### config.mk
export PLATFORM = sky130hd
export DESIGN_NAME = fpc_device_flat
export DESIGN_NICKNAME = d
export VERILOG_FILES = /design/src/logic/fpc_pkg.sv /design/src/logic/fpc_if.sv /design/src/logic/fpc_device.sv /design/src/logic/fpc_fifo.sv /design/src/flat_wrapper.sv
export SDC_FILE = /design/constraint.sdc
export NUM_CORES = 1
export LEC_CHECK = 0
export BUFFER_PORTS_ARGS = -buffer_cell sky130_fd_sc_hd__buf_2
export CORE_MARGIN = 2
export CORE_UTILIZATION = 50
export CTS_BUF_LIST = sky130_fd_sc_hd__clkbuf_8
export CTS_CLUSTER_DIAMETER = 200
export DETAILED_ROUTE_END_ITERATION = 6
export PLACE_DENSITY = 0.74
export SYNTH_ARGS = -nofsm -noshare
export SYNTH_HDL_FRONTEND = slang
export SYNTH_SLANG_ARGS = --single-unit
### constraint.sdc
create_clock -name i_mclk -period 2.6 [get_ports i_mclk]
set_input_delay 0.39 -clock i_mclk [delete_from_list [all_inputs] [get_ports i_mclk]]
set_output_delay 0.39 -clock i_mclk [all_outputs]
set_load 0.1 [all_outputs]
### src/logic/fpc_pkg.sv
// Operation
// - config request falling in user mode restarts
// - user mode: request, status, complete high
// - status held low for power-on delay
// - complete low before and during transfer
// - in user mode, config clock ignored
// - host drives config clock after completion
// - each word spans r config clocks
// - host pauses by holding clock low
// - data valid before first resumed rising edge
// - host sends the whole bitstream
// - complete released only after all data
// - two falling edges after complete start initialization
// - init-done low, then signals initialization end
// - init clock: oscillator, user clock, config clock
package fpc_pkg;
  // ****************************************
  // constants
  // ****************************************
  localparam int FPC_DATA_W       = 32;
  localparam int FPC_RATIO        = 2;
  localparam int FPC_WORDS        = 16;
  localparam int FPC_POR_NS       = 2000;
  localparam int FPC_CLK_NS       = 20;
  localparam int FPC_POR_CYC      = (FPC_POR_NS + FPC_CLK_NS - 1) / FPC_CLK_NS;
  localparam int FPC_CFG_LOW_NS   = 2000;
  localparam int FPC_CFG_LOW_CYC  = (FPC_CFG_LOW_NS + FPC_CLK_NS - 1) / FPC_CLK_NS;
  localparam int FPC_DIV          = 4;
  localparam int FPC_INIT_CYC     = 64;
  localparam int FPC_FIFO_DEPTH   = 4;
  localparam logic [1:0] FPC_INIT_OSC  = 2'h0;
  localparam logic [1:0] FPC_INIT_USER = 2'h1;
  localparam logic [1:0] FPC_INIT_CFG_DATA_CLOCK = 2'h2;
endpackage

### src/logic/fpc_if.sv
`timescale 1ns/100ps
`default_nettype none
interface fpc_if;
  logic        cfg_request_n;
  logic        status_o;
  logic        status_oe;
  logic        status_n;
  logic        config_complete_o;
  logic        config_complete_oe;
  logic        config_complete;
  logic        cfg_data_clock;
  logic [31:0] data;
  logic        init_done_o;
  logic        init_done_oe;
  logic        init_done;
  // open-drain wires pulled up
  assign status_n        = status_oe ? status_o : 1'b1;
  assign config_complete = config_complete_oe ? config_complete_o : 1'b1;
  assign init_done       = init_done_oe ? init_done_o : 1'b1;
  modport dev (input cfg_request_n, cfg_data_clock, data, status_n, config_complete,
               output status_o, status_oe, config_complete_o, config_complete_oe, init_done_o, init_done_oe);
  modport host (input status_n, config_complete, init_done,
                output cfg_request_n, cfg_data_clock, data);
endinterface
`default_nettype wire

### src/logic/fpc_device.sv
`timescale 1ns/100ps
`default_nettype none
module fpc_device
  import fpc_pkg::*;
#(
  parameter int RATIO = FPC_RATIO,
  parameter int WORDS = FPC_WORDS
) (
  // ****************************************
  // system
  // ****************************************
  input  wire logic        i_mclk,
  input  wire logic        i_rst_n,
  // link
  fpc_if.dev               link,
  // user side: configuration words out
  output logic             o_word_valid,
  output logic [31:0]      o_word,
  input  wire logic        i_word_ready,
  // init clock choice
  input  wire logic [1:0]  i_init_src,
  input  wire logic        i_init_done_en,
  input  wire logic        i_user_clk_tick,
  input  wire logic        i_osc_tick,
  output logic             o_user_mode
);
  typedef enum {POR, CLEAR, LOAD, FLUSH, POST, INIT, USER} fpc_state_t;
  fpc_state_t  st;
  logic        rq_s1;
  logic        rq_s2;
  logic        rq_d;
  logic        ck_s1;
  logic        ck_s2;
  logic        ck_d;
  logic [31:0] d_s1;
  logic [31:0] d_s2;
  logic [15:0] cnt;
  logic [7:0]  phase;
  logic [15:0] words;
  logic [1:0]  falls;
  logic        f_valid;
  logic        f_ready;
  logic [31:0] f_data;
  logic        rise;
  logic        fall;
  logic        init_tick;

  // ****************************************
  // synchronisers
  // ****************************************
  always_ff @(posedge i_mclk) begin
    if (!i_rst_n) begin
      rq_s1 <= 1'b1;
      rq_s2 <= 1'b1;
      rq_d  <= 1'b1;
      ck_s1 <= 1'b0;
      ck_s2 <= 1'b0;
      ck_d  <= 1'b0;
      d_s1  <= '0;
      d_s2  <= '0;
    end else begin
      rq_s1 <= link.cfg_request_n;
      rq_s2 <= rq_s1;
      rq_d  <= rq_s2;
      ck_s1 <= link.cfg_data_clock;
      ck_s2 <= ck_s1;
      ck_d  <= ck_s2;
      d_s1  <= link.data;
      d_s2  <= d_s1;
    end
  end
  // link clock edges as seen behind the synchroniser
  assign rise = ck_s2 && !ck_d;
  assign fall = !ck_s2 && ck_d;
  always_comb begin
    case (i_init_src)
      FPC_INIT_OSC:  init_tick = i_osc_tick;
      FPC_INIT_USER: init_tick = i_user_clk_tick;
      FPC_INIT_CFG_DATA_CLOCK: init_tick = fall;
      default:       init_tick = i_osc_tick;
    endcase
  end

  // ****************************************
  // sequence
  // ****************************************
  always_ff @(posedge i_mclk) begin
    if (!i_rst_n) begin
      st      <= POR;
      cnt     <= '0;
      phase   <= '0;
      words   <= '0;
      falls   <= '0;
      f_valid <= 1'b0;
      f_data  <= '0;
    end else begin
      // a word taken by the buffer leaves the holding stage
      if (f_valid && f_ready) begin
        f_valid <= 1'b0;
      end
      case (st)
        POR: begin
          cnt <= cnt + 1'b1;
          if (cnt == 16'(FPC_POR_CYC - 1)) begin
            st  <= CLEAR;
            cnt <= '0;
          end
        end
        CLEAR: begin
          phase <= '0;
          words <= '0;
          falls <= '0;
          if (rq_s2) begin
            st <= LOAD;
          end
        end
        LOAD: begin
          if (!rq_s2) begin
            st <= CLEAR;
          end else if (rise && f_ready) begin
            if (phase == 8'(RATIO - 1)) begin
              phase   <= '0;
              f_valid <= 1'b1;
              f_data  <= d_s2;
              words   <= words + 1'b1;
              if (words == 16'(WORDS - 1)) begin
                st <= FLUSH;
              end
            end else begin
              phase <= phase + 1'b1;
            end
          end
        end
        FLUSH: begin
          if (!f_valid) begin
            st <= POST;
          end
        end
        POST: begin
          if (!rq_s2) begin
            st <= CLEAR;
          end else if (fall) begin
            falls <= falls + 1'b1;
            if (falls == 2'd1) begin
              st  <= INIT;
              cnt <= '0;
            end
          end
        end
        INIT: begin
          if (!rq_s2) begin
            st <= CLEAR;
          end else if (init_tick) begin
            cnt <= cnt + 1'b1;
            if (cnt == 16'(FPC_INIT_CYC - 1)) begin
              st <= USER;
            end
          end
        end
        // the link clock is not looked at once configured
        USER: begin
          if (rq_d && !rq_s2) begin
            st <= CLEAR;
          end
        end
        default: begin
          st <= POR;
        end
      endcase
    end
  end

  // words wait here until the user side takes them
  fpc_fifo #(.WIDTH(32), .DEPTH(FPC_FIFO_DEPTH)) fpc_fifo_i (
    .i_mclk    (i_mclk),
    .i_rst_n   (i_rst_n),
    .i_wr_valid(f_valid),
    .i_wr_data (f_data),
    .o_wr_ready(f_ready),
    .o_rd_valid(o_word_valid),
    .o_rd_data (o_word),
    .i_rd_ready(i_word_ready)
  );

  // ****************************************
  // pins
  // ****************************************
  always_ff @(posedge i_mclk) begin
    if (!i_rst_n) begin
      link.status_o           <= 1'b0;
      link.status_oe          <= 1'b1;
      link.config_complete_o  <= 1'b0;
      link.config_complete_oe <= 1'b1;
      link.init_done_o        <= 1'b0;
      link.init_done_oe       <= 1'b0;
      o_user_mode             <= 1'b0;
    end else begin
      link.status_o           <= 1'b0;
      link.status_oe          <= (st == POR) || (st == CLEAR);
      link.config_complete_o  <= 1'b0;
      link.config_complete_oe <= (st == POR) || (st == CLEAR) || (st == LOAD) || (st == FLUSH);
      // init-done is pulled low only once the option has been loaded
      link.init_done_o        <= 1'b0;
      link.init_done_oe       <= i_init_done_en && ((st == POST) || (st == INIT));
      o_user_mode             <= (st == USER);
    end
  end
endmodule
`default_nettype wire

### src/logic/fpc_fifo.sv
`timescale 1ns/100ps
`default_nettype none
module fpc_fifo #(
  parameter int WIDTH = 32,
  parameter int DEPTH = 4
) (
  input  wire logic             i_mclk,
  input  wire logic             i_rst_n,
  input  wire logic             i_wr_valid,
  input  wire logic [WIDTH-1:0] i_wr_data,
  output logic                  o_wr_ready,
  output logic                  o_rd_valid,
  output logic [WIDTH-1:0]      o_rd_data,
  input  wire logic             i_rd_ready
);
  localparam int AW = $clog2(DEPTH);
  logic [WIDTH-1:0] mem [DEPTH];
  logic [AW-1:0]    wp;
  logic [AW-1:0]    rp;
  logic [AW:0]      cnt;
  logic             wr;
  logic             rd;
  assign o_wr_ready = (cnt != (AW+1)'(DEPTH));
  assign o_rd_valid = (cnt != '0);
  assign o_rd_data  = mem[rp];
  assign wr = i_wr_valid && o_wr_ready;
  assign rd = o_rd_valid && i_rd_ready;
  always_ff @(posedge i_mclk) begin
    if (wr) begin
      mem[wp] <= i_wr_data;
    end
  end
  always_ff @(posedge i_mclk) begin
    if (!i_rst_n) begin
      wp  <= '0;
      rp  <= '0;
      cnt <= '0;
    end else begin
      if (wr) begin
        wp <= (wp == AW'(DEPTH-1)) ? '0 : wp + 1'b1;
      end
      if (rd) begin
        rp <= (rp == AW'(DEPTH-1)) ? '0 : rp + 1'b1;
      end
      cnt <= cnt + (AW+1)'(wr) - (AW+1)'(rd);
    end
  end
endmodule
`default_nettype wire

### src/flat_wrapper.sv
// flat-port wrapper written by rule: the top's interface ports become plain ports
module fpc_device_flat import fpc_pkg::*;
#(
  parameter int RATIO = FPC_RATIO,
  parameter int WORDS = FPC_WORDS
)
  (i_mclk, i_rst_n, o_word_valid, o_word, i_word_ready, i_init_src, i_init_done_en, i_user_clk_tick, i_osc_tick, o_user_mode, link_cfg_request_n, link_cfg_data_clock, link_data, link_status_o, link_status_oe, link_config_complete_o, link_config_complete_oe, link_init_done_o, link_init_done_oe);
  fpc_if link_i ();
  input  wire logic i_mclk;
  input  wire logic i_rst_n;
  output logic o_word_valid;
  output logic [31:0] o_word;
  input  wire logic i_word_ready;
  input  wire logic [1:0] i_init_src;
  input  wire logic i_init_done_en;
  input  wire logic i_user_clk_tick;
  input  wire logic i_osc_tick;
  output logic o_user_mode;
  input wire logic [$bits(link_i.cfg_request_n)-1:0] link_cfg_request_n;
  input wire logic [$bits(link_i.cfg_data_clock)-1:0] link_cfg_data_clock;
  input wire logic [$bits(link_i.data)-1:0] link_data;
  output wire logic [$bits(link_i.status_o)-1:0] link_status_o;
  output wire logic [$bits(link_i.status_oe)-1:0] link_status_oe;
  output wire logic [$bits(link_i.config_complete_o)-1:0] link_config_complete_o;
  output wire logic [$bits(link_i.config_complete_oe)-1:0] link_config_complete_oe;
  output wire logic [$bits(link_i.init_done_o)-1:0] link_init_done_o;
  output wire logic [$bits(link_i.init_done_oe)-1:0] link_init_done_oe;
  assign link_i.cfg_request_n = link_cfg_request_n;
  assign link_i.cfg_data_clock = link_cfg_data_clock;
  assign link_i.data = link_data;
  assign link_status_o = link_i.status_o;
  assign link_status_oe = link_i.status_oe;
  assign link_config_complete_o = link_i.config_complete_o;
  assign link_config_complete_oe = link_i.config_complete_oe;
  assign link_init_done_o = link_i.init_done_o;
  assign link_init_done_oe = link_i.init_done_oe;
  fpc_device #(.RATIO(RATIO), .WORDS(WORDS)) u_core (.i_mclk(i_mclk), .i_rst_n(i_rst_n), .link(link_i), .o_word_valid(o_word_valid), .o_word(o_word), .i_word_ready(i_word_ready), .i_init_src(i_init_src), .i_init_done_en(i_init_done_en), .i_user_clk_tick(i_user_clk_tick), .i_osc_tick(i_osc_tick), .o_user_mode(o_user_mode));
endmodule
== Word-level counts from Yosys, hierarchy flattened ==
Memories as Yosys holds them, arrays and structs flattened. A register that Yosys moved wholly into a read port is not among the register bits.
Index checks and enable logic that the tools add are counted.
Storage, ports and cells
  register bits: 188
  memory bits (writable): 128
  input bits: 42
  memories: 1
Memories
  u_core.fpc_fifo_i.mem: words 4, width 32, rd ports 1, clocked after memory_dff 1, wr ports 1, RTL line fpc_fifo.sv:17  | logic [WIDTH-1:0] mem [DEPTH];
Operators by class
  add/sub/neg operators: 8
  eq/ne operators: 41
  mux-type cells: 45
  reductions and logical operators: 26
Operators by type and width (number)
  32-bit two-way mux: 14
  32-bit case mux with 7 select lines: 1
  32-bit by 3-bit == test with 1-bit output, second input constant: 5
  16-bit two-way mux: 9
  32-bit by 2-bit == test with 1-bit output, second input constant: 3
  32-bit by 4-bit == test with 1-bit output, second input constant: 3
  32-bit zero test: 2
  16-bit case mux with 3 select lines: 1
  16-bit by 1-bit adder with 16-bit output, second input constant: 2
  32-bit by 1-bit == test with 1-bit output, second input constant: 1
  16-bit case mux with 2 select lines: 1
  8-bit two-way mux: 3
  3-bit != test, second input constant: 8
  2-bit by 1-bit != test with 1-bit output, second input constant: 11
  16-bit by 4-bit == test with 1-bit output, second input constant: 1
  16-bit by 6-bit == test with 1-bit output, second input constant: 1
  16-bit by 7-bit == test with 1-bit output, second input constant: 1
  8-bit case mux with 2 select lines: 1
  2-bit two-way mux: 6
  11-bit AND reduction: 1
  8-bit by 1-bit adder with 8-bit output, second input constant: 1
  8-bit by 1-bit == test with 1-bit output, second input constant: 1
  4-bit AND reduction: 2
  1-bit logical AND: 7
  other kinds (15): 34

== Depth between registers and ports, before layout ==
  word-level depth: 7
  depth in mapped cells: 9

== Modules after synthesis ==
From an unflattened synthesis, not the netlist that was laid out.
Second synthesis, totals
  cells, all modules: 814
  area, all modules: 10817.9 um^2
Modules (own cells, without submodules)
  fpc_device: instances 1, cells an instance 593, area each 5711.7 um^2
  fpc_fifo: instances 1, cells an instance 219, area each 5093.6 um^2
  fpc_device_flat: instances 1, cells an instance 2, area each 12.5 um^2

== Worst setup path after synthesis ==
No wires, ideal clock.
  path type: reg-to-reg
  from: reg u_core.fpc_fifo_i.cnt[2]
  to: reg u_core.fpc_fifo_i.cnt[2]
  data arrival time: 2.462 ns
  path slack: 0.011 ns
  cell stages (with the launch flop): 10
  cells stage by stage: dfxtp_1 > or3_1 > nand2_1 > inv_1 > ha_1 > inv_1 > ha_1 > fa_1 > xnor2_1 > nor2_1
On the way
  elaborated cells between the ends (all ways): 6
  classes of those cells: add/sub (2); eq/ne (1); reduce/logical (3)
RTL lines
  start, declared: RTL line fpc_fifo.sv:20  | logic [AW:0] cnt;
  start signal, assigned: RTL line fpc_fifo.sv:45  | cnt <= cnt + (AW+1)'(wr) - (AW+1)'(rd);
  3-bit nonzero test: RTL line fpc_fifo.sv:24  | assign o_rd_valid = (cnt != '0);
  named net o_word_valid: RTL line flat_wrapper.sv:11  | output logic o_word_valid;
  1-bit logical AND: RTL line fpc_fifo.sv:27  | assign rd = o_rd_valid && i_rd_ready;
  named net u_core.fpc_fifo_i.rd: RTL line fpc_fifo.sv:22  | logic rd;
  3-bit by 1-bit subtractor with 3-bit output: RTL line fpc_fifo.sv:45
The timed path passes the listed nets, and every way through them passes these cells.
A chain may end at the register's enable or synchronous reset.

==> results.py <==
metrics = {
    "pwr": {
        "p_sw_w": 0.00348,
        "power_frac_clock_pct": 32.4,
        "peakVddDrop_mv": 0.434,
        "leakage_nw": 4.45,
        "power_frac_comb_pct": 21.7,
        "power_density_nw_per_um2": 875,
        "switching_share_pct": 32.3,
        "p_int_w": 0.00727,
        "seq_power_share_pct": 45.9,
    },
    "global_route": {
        "grt_use_total_pct": 17.5,
        "grt_pass1_vias": 6245,
        "grt_max_degree": 41,
        "antenna_found_initial": 0,
        "grt.overflow.total": 0,
        "grt_pass1_wl_um": 31200,
    },
    "synth": {
        "synthTopCellsByArea": "edfxtp_1 (36%), dfxtp_1 (30%), mux4_2 (6.7%)",
        "synth-seq-area-share_pct": 66.0,
        "syn_area_per_cell_um2": 13.0,
        "ys_warn_count": 0,
        "synth_seq_cells": 289,
        "synth_top_area_share_pct": 35.9,
        "synth_ff_type": "dfxtp_1",
        "synth_common_cells": "dfxtp_1 (161), edfxtp_1 (128), nand2_1 (91), and2_1 (71), a21oi_1 (53)",
        "synth-async-reset-ratio_pct": 0,
        "netlist_instances": 825,
        "yosys.area.top_type": "edfxtp_1",
        "synth_edf_count": 128,
        "ys_types": 59,
        "synthesis.area_um2": 10700,
        "synth_most_common_cell": "dfxtp_1",
    },
    "clock_network": {
        "cts_max_path_buffers": 3,
        "clk_latency_ns": 0.54,
        "cts_hold_buffers": 0,
        "cts_tree": "built",
        "cts_root_buf": "clkbuf_8",
        "cts_num_sinks": 289,
        "numCtsBuffers": 45,
        "cts_resized": 0,
        "postCtsSetupRepairBufs": 0,
        "cts_max_level": 2,
        "clk_pin_slew_worst_paths_ns": 0.06,
    },
    "critical_path": {
        "crit_required_ns": 2.21,
        "path_class": "register to output pin",
        "cp-start-kind": "register",
        "end_kind": "output pin",
        "cp_max_fo": 14,
        "rrSetupSlack_ns": 0.35,
        "arrival_ns": 2.10,
    },
    "finish": {
        "antenna_cells": 0,
        "syn_to_final_growth_pct": 14.7,
        "num-nets-final": 984,
        "drive_gt1_share_pct": 21.4,
        "fillers": 1631,
    },
    "run": {
        "maxCapViolations": 0,
    },
    "floorplanning": {
        "die_area_um2": 22600,
        "rows": 53,
        "die_y_um": 150,
        "initial_core_util_pct": 51.0,
        "pin_count": 82,
        "die_w_um": 150,
        "core_area_um2": 21000,
    },
    "timing": {
        "max-slew-margin-rel_pct": 38.1,
        "tns_ns": 0,
        "worst_slew_pin_slew_ns": 0.928,
        "setup_ws_ns": 0.107,
        "hold_viol_final": 0,
        "finalSetupViolCount": 0,
        "final_max_slew_viol_count": 0,
        "fin_crit_sh_pct": 95.9,
        "rsz0062_at_grt": "false",
        "timing.fmax_mhz": 401,
        "timing.final.crit_period_ns": 2.49,
        "skew_ns": 0.0147,
        "hold_ws_ns": 0.0414,
    },
    "run_status": {
        "status": "finished, final reports clean",
    },
    "detailed_routing": {
        "vias_per_cell": 5.17,
        "met1_length_um": 8490,
        "drtIter0Drc": 314,
        "wl_met3_um": 868,
        "wl_um": 19300,
        "drt_pre_antenna_iters": 4,
        "drtAntennaViolNets": 0,
        "top_layer_used": "met4",
        "wl_met2_um": 9720,
        "num_vias": 6400,
        "drcViolationCount": 0,
        "wire_per_inst_um": 15.6,
    },
    "placed_design": {
        "gp_congestion": 0.805,
        "portBuffers": 78,
        "dpl.hpwl_um": 11800,
        "place_ws_ns": 0.351,
    },
    "worst_hold_path": {
        "hp-class": "input pin to register",
    },
}
-- layout by cell type (no fill, tap or decap), types with 8 or more instances in the layout --
master	synthesis	routed
dfxtp_1	161	159
nand3_1	13	13
buf_2	12	78
nand2_1	91	91
xnor2_1	20	20
nor2_1	39	39
inv_1	15	36
and2_1	71	71
xor2_1	8	8
mux4_2	32	32
or3_1	8	8
o21ai_0	9	9
and3_1	12	8
buf_4	5	17
ha_1	14	14
nor4_1	14	14
nand4_1	9	9
clkbuf_8	0	48
nor3_1	9	9
a21oi_1	53	53
edfxtp_1	128	128
-- cell families after synthesis --
| group | after synthesis | synth area share [%] |
|---|---|---|
| muxes | 33 | 6.82 |
| xor gates and xnor gates | 28 | 2.29 |
| other | 1 | 0.0350 |
| adders and majority gates | 15 | 1.82 |
| DFF | 289 | 66.0 |
| AOI/OAI and AO/OA | 90 | 5.15 |
| buffers and inverters | 60 | 2.42 |
| and+or+nand+nor | 309 | 15.5 |
-- per-layer routing --
metal / vias up / global-route usage (%)
met4: 0 / 4.67
li1: 3175 / -
met2: 114 / 30.6
met3: 24 / 3.91
met5: - / 0
met1: 3087 / 22.1
-- power by group through the flow --
| stage | Combinational (W) | Clock (W) | Sequential (W) |
|---|---|---|---|
| 6_report | 0.00234 | 0.00348 | 0.00493 |
| 5_1_grt | 0.00247 | 0.00378 | 0.00494 |
| 4_1_cts | 0.00236 | 0.00357 | 0.00493 |
| 3_5_place_dp | 0.00235 | 0 | 0.00503 |
| 3_3_place_gp | 0.00234 | 0 | 0.00502 |
| 2_1_floorplan | 0.00197 | 0 | 0.00502 |
-- metrics by stage --
step / util [%] / area [µm²] / total power [W] / cells
after CTS: 58.4 / 12300 / 0.0109 / 1239
after global placement: 54.4 / 11400 / 0.00736 / 1155
final: 58.4 / 12300 / 0.0107 / 1239
after floorplan: - / 10700 / 0.00698 / 827
after detailed placement: 54.4 / 11400 / 0.00738 / 1155
after global routing: 58.4 / 12300 / 0.0112 / 1239
-- flip-flops by register name (all words and copies together), names as in the netlist, named ones only --
name and count:
u_core.ck_s2 1, u_core.o_user_mode 1, u_core.link.status_oe 1, u_core.fpc_fifo_i.rp 2, u_core.f_valid 1, u_core.f_data 32, u_core.phase 8, u_core.ck_s1 1
u_core.words 16, u_core.falls 2, u_core.cnt 16, u_core.fpc_fifo_i.mem 128, u_core.d_s1 32, u_core.rq_s2 1, u_core.rq_d 1, u_core.fpc_fifo_i.wp 2
u_core.ck_d 1, u_core.link.config_complete_oe 1, u_core.st 3, u_core.link.init_done_oe 1, u_core.d_s2 32, u_core.fpc_fifo_i.cnt 3, u_core.rq_s1 1
-- final cells by class --
cell class                      instances  area, µm²  area share, %
Sequential cell                       289       7070           57.5
Multi-Input combinational cell        478       3410           27.7
Clock buffer                           48        661           5.38
Timing Repair Buffer                   97        558           4.54
Tap cell                              275        344           2.80
Clock inverter                         36        185           1.51
Inverter                               16       60.1          0.489
-- path summary, 6_finish.rpt --
check / startpoint / end / depth (start not counted)
max: register / o_word[24] / 3
min: link_cfg_request_n / u_core.rq_s1$_SDFF_PN1_ / 2
max reg2reg: u_core.st[0]$_SDFFE_PN0P_ / u_core.cnt[12]$_SDFFE_PN0P_ / 5
min reg2reg: u_core.rq_s1$_SDFF_PN1_ / u_core.rq_s2$_SDFF_PN1_ / 1
-- critical path: stages, from the launching register on --
cell and delay [ns]:
dfxtp_2 0.55, buf_4 0.32, mux4_2 0.25, buf_2 0.43
No activity file was read; power rests on OpenSTA's default activity.
